## src/verilog/pqu_pkg.sv

```systemverilog
// Shared types and constants of the product/quotient unit.
package pqu_pkg;

    // Operations handed over at the end of the execute stage
    typedef enum logic [3:0] {
        OP_NONE                        = 4'h0,
        OP_PRODUCT_TO_REGISTER_FILE    = 4'h1,
        OP_SIGNED_PRODUCT_TO_PAIR      = 4'h2,
        OP_UNSIGNED_PRODUCT_TO_PAIR    = 4'h3,
        OP_SIGNED_PRODUCT_ACCUMULATE   = 4'h4,
        OP_UNSIGNED_PRODUCT_ACCUMULATE = 4'h5,
        OP_SIGNED_PRODUCT_DEDUCT       = 4'h6,
        OP_UNSIGNED_PRODUCT_DEDUCT     = 4'h7,
        OP_SIGNED_QUOTIENT             = 4'h8,
        OP_UNSIGNED_QUOTIENT           = 4'h9,
        OP_MOVE_FROM_UPPER_RESULT      = 4'ha,
        OP_MOVE_FROM_BOTTOM_RESULT     = 4'hb,
        OP_MOVE_TO_UPPER_RESULT        = 4'hc,
        OP_MOVE_TO_BOTTOM_RESULT       = 4'hd
    } pqu_op_e;

    // Divider sequencer states
    typedef enum logic [2:0] {
        DIV_IDLE   = 3'b000,
        DIV_ADJUST = 3'b001,
        DIV_ITER   = 3'b010,
        DIV_REM    = 3'b011,
        DIV_SIGN   = 3'b100
    } pqu_div_e;

    // Issue request from the integer unit
    typedef struct packed {
        logic        valid;
        pqu_op_e     op;
        logic [31:0] src_a;
        logic [31:0] src_b;
        logic [4:0]  dest;
        logic        next_uses;  // Following integer op reads the result
    } pqu_issue_s;

    // Register file write toward the integer unit
    typedef struct packed {
        logic        en;
        logic [4:0]  addr;
        logic [31:0] data;
    } pqu_gpr_wr_s;

    // Divide iteration counts after early detection
    localparam logic [5:0] DIV_ITERS_8  = 6'h08;
    localparam logic [5:0] DIV_ITERS_16 = 6'h10;
    localparam logic [5:0] DIV_ITERS_24 = 6'h18;
    localparam logic [5:0] DIV_ITERS_32 = 6'h20;

    // Issue blocking and integer hold figures, in clocks
    localparam logic [5:0] WIDE_MULT_BLOCK = 6'h01;
    localparam logic [1:0] TGT_HOLD_NARROW = 2'h1;
    localparam logic [1:0] TGT_HOLD_WIDE   = 2'h2;
    localparam logic [1:0] TGT_HOLD_DEP    = 2'h1;

    // Reset values
    localparam logic [31:0] PAIR_RESET = 32'h0000_0000;

endpackage : pqu_pkg

```

## src/verilog/pqu_core.sv

```systemverilog
// Product/quotient unit running beside the integer pipeline.
//
// Function
// - Targeted multiply writes its low product to any general register.
// - Accumulate adds product to the pair; deduct subtracts it.
// - Other multiplies write the pair; integer ops never wait on them.
// - Move from pair waits until pending result data is available.
// - Unit pipeline advances regardless of integer pipeline stalls.
// - 32x16 array; second operand width alone picks one or two passes.
// - Narrow multiply accepted each clock, wide one every second clock.
// - Divide yields one quotient bit per clock, early width detect.
// - Any unit op offered during a divide is held until the divide's last two clocks.
// - Multiply to dependent op latency: one clock narrow, two wide.
// - Unsigned divide latency 9, 17, 25 or 33 by dividend width.
// - Signed divide one clock longer unless both operands positive.
// - Dependent op back to back costs one extra stall at latency one or two.
// - Targeted multiply holds integer pipe one (narrow) or two clocks.
// - One extra hold when the next integer op uses that result.
// - Work starts at end of execute; stages align with memory/align/wb.
// - Narrow multiply one clock per stage; wide takes array twice.
// - Multi-pass ops may skew against integer pipe harmlessly.
// - Completed non-targeted multiply updates the result pair in unit writeback.
// - Unit ops are taken over at the end of the execute stage.
// - Zero upper 8, 16 or 24 dividend bits skip 8, 16 or 24 steps.
`timescale 1ns/1ps
`default_nettype none

module pqu_core (
    // Clock and reset
    input  wire logic               clk_in,
    input  wire logic               reset_n_in,
    // Issue from the integer unit
    input  wire pqu_pkg::pqu_issue_s issue_in,
    // Stall toward the integer unit
    output var  logic               issue_block_out,
    output var  logic               iu_hold_out,
    output var  logic               div_busy_out,
    // Register file write and pair contents
    output var  pqu_pkg::pqu_gpr_wr_s gpr_wr_out,
    output var  logic [31:0]        upper_result_out,
    output var  logic [31:0]        bottom_result_out
);

    // Operand classification helpers
    function automatic logic fits16(input logic [31:0] b, input logic sgn);
        fits16 = sgn ? (b[31:15] == {17{b[15]}}) : (b[31:16] == 16'h0000);
    endfunction : fits16

    function automatic logic is_signed(input pqu_pkg::pqu_op_e op);
        is_signed = (op == pqu_pkg::OP_PRODUCT_TO_REGISTER_FILE) ||
                    (op == pqu_pkg::OP_SIGNED_PRODUCT_TO_PAIR) ||
                    (op == pqu_pkg::OP_SIGNED_PRODUCT_ACCUMULATE) ||
                    (op == pqu_pkg::OP_SIGNED_PRODUCT_DEDUCT) ||
                    (op == pqu_pkg::OP_SIGNED_QUOTIENT);
    endfunction : is_signed

    function automatic logic is_mult(input pqu_pkg::pqu_op_e op);
        is_mult = (op >= pqu_pkg::OP_PRODUCT_TO_REGISTER_FILE) &&
                  (op <= pqu_pkg::OP_UNSIGNED_PRODUCT_DEDUCT);
    endfunction : is_mult

    function automatic logic [31:0] magnitude(input logic [31:0] v,
                                              input logic neg);
        magnitude = neg ? (32'h0000_0000 - v) : v;
    endfunction : magnitude

    // Iterations left after checking zero upper dividend bytes
    function automatic logic [5:0] div_iters(input logic [31:0] mag);
        if (mag[31:8] == 24'h00_0000) begin
            div_iters = pqu_pkg::DIV_ITERS_8;
        end else if (mag[31:16] == 16'h0000) begin
            div_iters = pqu_pkg::DIV_ITERS_16;
        end else if (mag[31:24] == 8'h00) begin
            div_iters = pqu_pkg::DIV_ITERS_24;
        end else begin
            div_iters = pqu_pkg::DIV_ITERS_32;
        end
    endfunction : div_iters

    // Issue decode
    logic        accept;
    logic        acc_sgn;
    logic        acc_mult;
    logic        acc_wide;
    logic        acc_div;
    logic        acc_neg_a;
    logic        sign_step;
    logic [5:0]  acc_iters;
    logic [5:0]  blk_cnt_r;
    logic [5:0]  blk_cnt_nxt;
    logic [1:0]  hold_cnt_r;
    logic [1:0]  hold_cnt_nxt;

    assign accept    = issue_in.valid && !issue_block_out;
    assign acc_sgn   = is_signed(issue_in.op);
    assign acc_mult  = is_mult(issue_in.op);
    // Pass count from second operand only
    assign acc_wide  = !fits16(issue_in.src_b, acc_sgn);
    assign acc_div   = (issue_in.op == pqu_pkg::OP_SIGNED_QUOTIENT) ||
                       (issue_in.op == pqu_pkg::OP_UNSIGNED_QUOTIENT);
    assign acc_neg_a = acc_sgn && issue_in.src_a[31];
    // Sign step skipped when both positive
    assign sign_step = acc_sgn && (issue_in.src_a[31] || issue_in.src_b[31]);
    assign acc_iters = div_iters(magnitude(issue_in.src_a, acc_neg_a));

    // Issue block counter; block is a flop so it sees no issue path
    always_comb begin
        blk_cnt_nxt = (blk_cnt_r != 6'h00) ? blk_cnt_r - 6'h01 : 6'h00;
        if (accept && acc_mult && acc_wide) begin
            blk_cnt_nxt = pqu_pkg::WIDE_MULT_BLOCK;
        end else if (accept && acc_div) begin
            blk_cnt_nxt = acc_iters + {5'h00, sign_step};
        end
    end

    // Block all unit issue until the last two divide clocks
    always_ff @(posedge clk_in) begin
        if (!reset_n_in) begin
            blk_cnt_r       <= 6'h00;
            issue_block_out <= 1'b0;
        end else begin
            blk_cnt_r       <= blk_cnt_nxt;
            issue_block_out <= (blk_cnt_nxt != 6'h00);
        end
    end

    // Integer hold for the targeted multiply write slot
    always_comb begin
        hold_cnt_nxt = (hold_cnt_r != 2'h0) ? hold_cnt_r - 2'h1 : 2'h0;
        if (accept &&
            issue_in.op == pqu_pkg::OP_PRODUCT_TO_REGISTER_FILE) begin
            hold_cnt_nxt = acc_wide ? pqu_pkg::TGT_HOLD_WIDE
                                    : pqu_pkg::TGT_HOLD_NARROW;
            if (issue_in.next_uses) begin
                hold_cnt_nxt = hold_cnt_nxt + pqu_pkg::TGT_HOLD_DEP;
            end
        end
    end

    always_ff @(posedge clk_in) begin
        if (!reset_n_in) begin
            hold_cnt_r  <= 2'h0;
            iu_hold_out <= 1'b0;
        end else begin
            hold_cnt_r  <= hold_cnt_nxt;
            iu_hold_out <= (hold_cnt_nxt != 2'h0);
        end
    end

    // Array stage registers
    logic              m_valid_r;
    pqu_pkg::pqu_op_e  m_op_r;
    logic [31:0]       m_a_r;
    logic [31:0]       m_b_r;
    logic [4:0]        m_dest_r;
    logic              m_sgn_r;
    logic              m_wide_r;
    logic              m_pass2_r;
    logic [63:0]       m_acc_r;
    logic signed [32:0] a_ext;
    logic signed [16:0] b_sel;
    logic signed [49:0] part;
    logic [63:0]       part_ext;
    logic [63:0]       m_prod;
    logic              m_done;

    assign a_ext    = signed'({m_sgn_r & m_a_r[31], m_a_r});
    assign b_sel    = !m_wide_r ? signed'({m_sgn_r & m_b_r[15], m_b_r[15:0]})
                    : !m_pass2_r ? signed'({1'b0, m_b_r[15:0]})
                    : signed'({m_sgn_r & m_b_r[31], m_b_r[31:16]});
    assign part     = a_ext * b_sel;
    assign part_ext = {{14{part[49]}}, part};
    assign m_prod   = m_pass2_r ? m_acc_r + {part_ext[47:0], 16'h0000}
                                : part_ext;
    // Wide op stays a second clock
    assign m_done   = m_valid_r && (!m_wide_r || m_pass2_r);

    // Unit stages never look at integer stalls
    always_ff @(posedge clk_in) begin
        if (!reset_n_in) begin
            m_valid_r <= 1'b0;
            m_pass2_r <= 1'b0;
        end else if (m_valid_r && m_wide_r && !m_pass2_r) begin
            m_pass2_r <= 1'b1;
        end else begin
            m_valid_r <= accept && !acc_div;
            m_pass2_r <= 1'b0;
        end
    end

    always_ff @(posedge clk_in) begin
        if (m_valid_r && m_wide_r && !m_pass2_r) begin
            m_acc_r <= part_ext;
        end else if (accept) begin
            m_op_r   <= issue_in.op;
            m_a_r    <= issue_in.src_a;
            m_b_r    <= issue_in.src_b;
            m_dest_r <= issue_in.dest;
            m_sgn_r  <= acc_sgn;
            m_wide_r <= acc_mult && acc_wide;
        end
    end

    // Accumulate stage registers
    logic              a_valid_r;
    pqu_pkg::pqu_op_e  a_op_r;
    logic [31:0]       a_src_r;
    logic [4:0]        a_dest_r;
    logic [63:0]       a_prod_r;
    logic [63:0]       pair;

    // Bubble after a first pass is harmless
    always_ff @(posedge clk_in) begin
        if (!reset_n_in) begin
            a_valid_r <= 1'b0;
        end else begin
            a_valid_r <= m_done;
        end
    end

    always_ff @(posedge clk_in) begin
        if (m_done) begin
            a_op_r   <= m_op_r;
            a_src_r  <= m_a_r;
            a_dest_r <= m_dest_r;
            a_prod_r <= m_prod;
        end
    end

    assign pair = {upper_result_out, bottom_result_out};

    // Divider state
    pqu_pkg::pqu_div_e dv_state_r;
    logic [31:0]       dv_a_r;
    logic [31:0]       dv_b_r;
    logic              dv_neg_a_r;
    logic              dv_neg_b_r;
    logic              dv_sign_r;
    logic [5:0]        dv_iters_r;
    logic [5:0]        dv_left_r;
    logic [31:0]       dv_d_r;
    logic [32:0]       dv_rem_r;
    logic [31:0]       dv_quo_r;
    logic [32:0]       dv_trial;
    logic              dv_write;

    assign dv_trial = {dv_rem_r[31:0], dv_quo_r[31]} - {1'b0, dv_d_r};
    assign dv_write = (dv_state_r == pqu_pkg::DIV_SIGN) ||
                      (dv_state_r == pqu_pkg::DIV_REM && !dv_sign_r);

    // Restoring divide, one bit per clock
    always_ff @(posedge clk_in) begin
        if (!reset_n_in) begin
            dv_state_r <= pqu_pkg::DIV_IDLE;
        end else begin
            case (dv_state_r)
                pqu_pkg::DIV_IDLE: begin
                    if (accept && acc_div) begin
                        dv_state_r <= pqu_pkg::DIV_ADJUST;
                    end
                end
                pqu_pkg::DIV_ADJUST: begin
                    dv_state_r <= pqu_pkg::DIV_ITER;
                end
                pqu_pkg::DIV_ITER: begin
                    if (dv_left_r == 6'h01) begin
                        dv_state_r <= pqu_pkg::DIV_REM;
                    end
                end
                pqu_pkg::DIV_REM: begin
                    dv_state_r <= dv_sign_r ? pqu_pkg::DIV_SIGN
                                            : pqu_pkg::DIV_IDLE;
                end
                default: begin
                    dv_state_r <= pqu_pkg::DIV_IDLE;
                end
            endcase
        end
    end

    // Divider datapath; operand negation happens in the adjust clock
    always_ff @(posedge clk_in) begin
        if (dv_state_r == pqu_pkg::DIV_IDLE && accept && acc_div) begin
            dv_a_r     <= issue_in.src_a;
            dv_b_r     <= issue_in.src_b;
            dv_neg_a_r <= acc_neg_a;
            dv_neg_b_r <= acc_sgn && issue_in.src_b[31];
            dv_sign_r  <= sign_step;
            dv_iters_r <= acc_iters;
        end else if (dv_state_r == pqu_pkg::DIV_ADJUST) begin
            dv_d_r    <= magnitude(dv_b_r, dv_neg_b_r);
            dv_rem_r  <= 33'h0_0000_0000;
            dv_quo_r  <= magnitude(dv_a_r, dv_neg_a_r)
                         << (pqu_pkg::DIV_ITERS_32 - dv_iters_r);
            dv_left_r <= dv_iters_r;
        end else if (dv_state_r == pqu_pkg::DIV_ITER) begin
            dv_left_r <= dv_left_r - 6'h01;
            if (!dv_trial[32]) begin
                dv_rem_r <= dv_trial;
                dv_quo_r <= {dv_quo_r[30:0], 1'b1};
            end else begin
                dv_rem_r <= {dv_rem_r[31:0], dv_quo_r[31]};
                dv_quo_r <= {dv_quo_r[30:0], 1'b0};
            end
        end else if (dv_state_r == pqu_pkg::DIV_SIGN) begin
            dv_quo_r <= magnitude(dv_quo_r, dv_neg_a_r ^ dv_neg_b_r);
            dv_rem_r <= {1'b0, magnitude(dv_rem_r[31:0], dv_neg_a_r)};
        end
    end

    always_ff @(posedge clk_in) begin
        if (!reset_n_in) begin
            div_busy_out <= 1'b0;
        end else begin
            div_busy_out <= (dv_state_r != pqu_pkg::DIV_IDLE || acc_div &&
                             accept) && !(dv_write &&
                             dv_state_r != pqu_pkg::DIV_REM);
        end
    end

    // Result pair; divide and multiply writes never meet by issue blocking
    always_ff @(posedge clk_in) begin
        if (!reset_n_in) begin
            upper_result_out  <= pqu_pkg::PAIR_RESET;
            bottom_result_out <= pqu_pkg::PAIR_RESET;
        end else if (dv_write) begin
            upper_result_out  <= (dv_state_r == pqu_pkg::DIV_SIGN) ?
                                 magnitude(dv_rem_r[31:0], dv_neg_a_r) :
                                 dv_rem_r[31:0];
            bottom_result_out <= (dv_state_r == pqu_pkg::DIV_SIGN) ?
                                 magnitude(dv_quo_r, dv_neg_a_r ^ dv_neg_b_r) :
                                 dv_quo_r;
        end else if (a_valid_r) begin
            case (a_op_r)
                pqu_pkg::OP_SIGNED_PRODUCT_ACCUMULATE,
                pqu_pkg::OP_UNSIGNED_PRODUCT_ACCUMULATE: begin
                    {upper_result_out, bottom_result_out} <= pair + a_prod_r;
                end
                pqu_pkg::OP_SIGNED_PRODUCT_DEDUCT,
                pqu_pkg::OP_UNSIGNED_PRODUCT_DEDUCT: begin
                    {upper_result_out, bottom_result_out} <= pair - a_prod_r;
                end
                // Plain multiplies land in the pair
                pqu_pkg::OP_SIGNED_PRODUCT_TO_PAIR,
                pqu_pkg::OP_UNSIGNED_PRODUCT_TO_PAIR: begin
                    {upper_result_out, bottom_result_out} <= a_prod_r;
                end
                pqu_pkg::OP_MOVE_TO_UPPER_RESULT: begin
                    upper_result_out <= a_src_r;
                end
                pqu_pkg::OP_MOVE_TO_BOTTOM_RESULT: begin
                    bottom_result_out <= a_src_r;
                end
                default: begin
                    upper_result_out <= upper_result_out;
                end
            endcase
        end
    end

    // Register file write in unit writeback
    always_ff @(posedge clk_in) begin
        if (!reset_n_in) begin
            gpr_wr_out <= '0;
        end else begin
            gpr_wr_out.addr <= a_dest_r;
            // Moves read pair in order, after older writes
            gpr_wr_out.en   <= a_valid_r &&
                (a_op_r == pqu_pkg::OP_PRODUCT_TO_REGISTER_FILE ||
                 a_op_r == pqu_pkg::OP_MOVE_FROM_UPPER_RESULT ||
                 a_op_r == pqu_pkg::OP_MOVE_FROM_BOTTOM_RESULT);
            gpr_wr_out.data <=
                (a_op_r == pqu_pkg::OP_MOVE_FROM_UPPER_RESULT) ?
                upper_result_out :
                (a_op_r == pqu_pkg::OP_MOVE_FROM_BOTTOM_RESULT) ?
                bottom_result_out : a_prod_r[31:0];
        end
    end

    logic tgt;
    logic div_small;
    assign tgt = accept && issue_in.op == pqu_pkg::OP_PRODUCT_TO_REGISTER_FILE;
    assign div_small = accept && acc_div && acc_iters == pqu_pkg::DIV_ITERS_8;
endmodule : pqu_core

`default_nettype wire

```

## config.mk

```make
export PLATFORM = sky130hd
export DESIGN_NAME = pqu_core
export DESIGN_NICKNAME = d
export VERILOG_FILES = /design/src/verilog/pqu_pkg.sv /design/src/verilog/pqu_core.sv
export SDC_FILE = /design/constraint.sdc
export NUM_CORES = 2
export LEC_CHECK = 0
export BUFFER_PORTS_ARGS = -buffer_cell sky130_fd_sc_hd__buf_2
export CAP_MARGIN = 20
export CORE_UTILIZATION = 55
export DETAILED_ROUTE_END_ITERATION = 10
export PLACE_DENSITY = 0.72
export SYNTH_ARGS = -nofsm -noshare
export SYNTH_HDL_FRONTEND = slang
export SYNTH_SLANG_ARGS = --single-unit
```

## constraint.sdc

```tcl
create_clock -name clk_in -period 11.96 [get_ports clk_in]
set_input_delay 1.196 -clock clk_in [delete_from_list [all_inputs] [get_ports clk_in]]
set_output_delay 1.196 -clock clk_in [all_outputs]
set_load 0.005 [all_outputs]
```

==> flow_metrics.tcl <==
set metrics [dict create \
    outcome "completed" \
    syn_inst 6080 \
    async_flop_share_pct 0 \
    htreeDepth 2 \
    io_pins 182 \
    crit_path_top_delay_cell "a2111oi_0" \
    detail_route.wirelength_um 196000 \
    grt_pass1_wl_um 293000 \
    postCtsSetupBuffers 0 \
    syn_area_per_cell_sq_um 9.13 \
    clk_pin_slew_ns 0.07 \
    start_util_pct 55.5 \
    busiest_layer "met2" \
    ys_seq_elements 521 \
    root_buffer "clkbuf_16" \
    rsz0062_at_grt "no" \
    ys_seq_area_share_pct 26.0 \
    grt_pass1_vias 47000 \
    port_buffers 181 \
    max_stage_delay_ns 0.85 \
    synth.cell_area_sq_um 55500 \
    gp_congestion 1.09 \
    worstSetupStartpointType "register" \
    synthFlopType "edfxtp_1" \
    fin_crit_sh_pct 89.0 \
    dieArea_sq_um 102000 \
    drv_slew 0 \
    fp-row-count 116 \
    cp.required_ns 12.34 \
    arrival_ns 11.03 \
    clockBufferDepth 3 \
    hpwl_um 151000 \
    skew_ns 0.0390 \
    vias 48200 \
    core-area_sq_um 100000 \
    hold_violations 0 \
    final_net_count 7037 \
    die-height_um 320 \
    numCtsBuffers 54 \
    antenna_found_initial 8 \
    drive_gt1_share_pct 7.89 \
    syn-num-nets 7031 \
    crit_path_frequent_cell "fa_1" \
    grt-ovfl-total 0 \
    met2_usage_pct 59.6 \
    grt_use_met1_pct 48.1 \
    cp_max_fo 77 \
    final-setup-viol-count 0 \
    num-fill-cells 8658 \
    tritoncts "yes" \
    grt_start_max_net_pins 78 \
    gr-usage-met3_pct 7.85 \
    synth_cell_types 103 \
    worstSetupPathType "register to register" \
    finalSetupTns_ns 0 \
    dr.pass1.iters 10 \
    yosysWarnings 0 \
    numClockSinks 521 \
    end_kind "register" \
    grtUsageTotal_pct 38.2 \
    syn2layout_area_growth_pct 7.30 \
    synth_edf_count 402 \
    min_path_type "register to register" \
    first_iter_violations 5576 \
    clk_latency_ns 0.68 \
    wl_per_cell_um 26.4 \
    viasPerCell 6.48 \
    fmax_mhz 93.9 \
    max_cap_viol_count 0 \
    cts.repair.resized 0 \
    tightest_slew_ns 1.11 \
    drc 0 \
    antenna_left 0 \
    die_width_um 320 \
    max_slew_margin_pct 25.0 \
    holdBufCountCts 0 \
    fin_crit_ns 10.65 \
]
-- through the flow --
| step | setup WS [ns] | hold slack, ns | cell area [sq um] | util [%] | instances |
|---|---|---|---|---|---|
| 6_report | 1.31 | 0.431 | 59600 | 59.6 | 7436 |
| 3_5_place_dp | 1.49 | 0.408 | 57500 | 57.5 | 7325 |
| 3_3_place_gp | 1.66 | 0.402 | 57500 | 57.5 | 7325 |
| 2_1_floorplan | 2.75 | 0.400 | 55500 | - | 6080 |
| 4_1_cts | 1.44 | 0.433 | 59500 | 59.5 | 7427 |
| 5_1_grt | 0.871 | 0.435 | 59600 | 59.6 | 7430 |
-- state kept, by name, summed over array words and instances, names as in the netlist, 6 cells and up --
name,count
dv_left_r,6
dv_a_r,32
a_src_r,32
upper_result_out,32
dv_rem_r,32
gpr_wr_out,38
dv_quo_r,32
dv_d_r,32
m_a_r,32
m_acc_r,50
m_b_r,32
bottom_result_out,32
blk_cnt_r,6
a_prod_r,64
dv_b_r,32
-- synth_stat cells, types with 73 or more instances --
library cell | number | area (sq um)
and2_1 | 156 | 976
a211oi_1 | 73 | 548
nor3_1 | 81 | 405
dfxtp_1 | 119 | 2380
ha_1 | 333 | 4170
a21o_1 | 122 | 916
xnor2_1 | 180 | 1580
clkbuf_1 | 265 | 995
a21oi_1 | 390 | 1950
edfxtp_1 | 402 | 12100
inv_1 | 811 | 3040
mux2i_1 | 74 | 741
nor2_1 | 385 | 1450
xor2_1 | 92 | 806
nor2b_1 | 114 | 713
o21ai_0 | 227 | 1140
nand2_1 | 627 | 2350
fa_1 | 541 | 10800
-- critical path, delay by kind of cell, from the launching register on --
| kind | cells | cell delay, ns |
|---|---|---|
| mux | 1 | 0.09 |
| xor+xnor | 2 | 0.63 |
| flops | 1 | 0.33 |
| simple gates | 10 | 1.95 |
| fa+ha+maj | 8 | 3.64 |
| compound gates | 7 | 2.53 |
| buf+inv | 4 | 1.15 |
-- final cells by class --
| cell class | instances | area [sq um] | share of cell area [%] |
|---|---|---|---|
| flip-flops and latches | 521 | 14500 | 24.3 |
| repair buffers | 248 | 1440 | 2.42 |
| well taps | 1298 | 1620 | 2.73 |
| diodes | 6 | 15.0 | 0.0252 |
| multi-input cells | 4443 | 36900 | 62.0 |
| clock buffers | 68 | 1480 | 2.48 |
| clock inverters | 34 | 556 | 0.933 |
| inverters | 818 | 3070 | 5.15 |
-- routing by layer --
metal / vias up / share of wire, %
met5: - / 0.012
met4: 4 / 8.1
met3: 697 / 11
met2: 2844 / 44
met1: 23700 / 37
li1: 21000 / -
-- placed cells by master, fill, tap and decap left out, types with 46 or more instances in the layout --
master	netlist	routed
a211oi_1	73	73
o21bai_1	55	55
ha_1	333	333
edfxtp_1	402	402
mux2_2	57	57
a21oi_1	390	389
clkbuf_16	0	55
nor2_1	385	376
o211ai_1	46	46
fa_1	541	541
nor2b_1	114	113
nand2_1	627	625
a21o_1	122	122
a31oi_1	46	46
buf_2	17	181
xnor2_1	180	180
o21ai_0	227	226
dfxtp_1	119	118
a221o_1	52	52
o31ai_1	63	63
o221ai_1	57	57
xor2_1	92	92
o22ai_1	47	47
nand4_1	49	49
nand2b_1	51	51
nor3_1	81	81
and2_1	156	154
buf_4	1	64
inv_1	811	810
mux2i_1	74	72
nand3_1	64	64
-- worst paths after layout --
path                from      endpoint  slack, ns  cells past startpoint
max            m_pass2_r  a_prod_r[63]       1.31                     32
min          m_dest_r[4]   a_dest_r[4]       0.43                      0
max reg2reg    m_pass2_r  a_prod_r[63]       1.31                     32
min reg2reg  m_dest_r[4]   a_dest_r[4]       0.43                      0
-- cell families (layout without fill, tap and decap cells) --
kind of cell	after synthesis	in the layout	share of synthesized area [%]
flip-flops	521	521	26.0
AND/OR/NAND/NOR	1711	1711	14.6
buffers and inverters	1116	1168	7.63
XOR/XNOR	274	274	4.38
AO/OA/AOI/OAI	1453	1453	17.8
other	0	6	0
adder cells (fa/ha/maj)	874	874	27.0
multiplexers	131	131	2.49
Power is left out: the tool's default activity adds up to more than one toggle a clock period on the data nets, which glitch-free logic cannot reach.
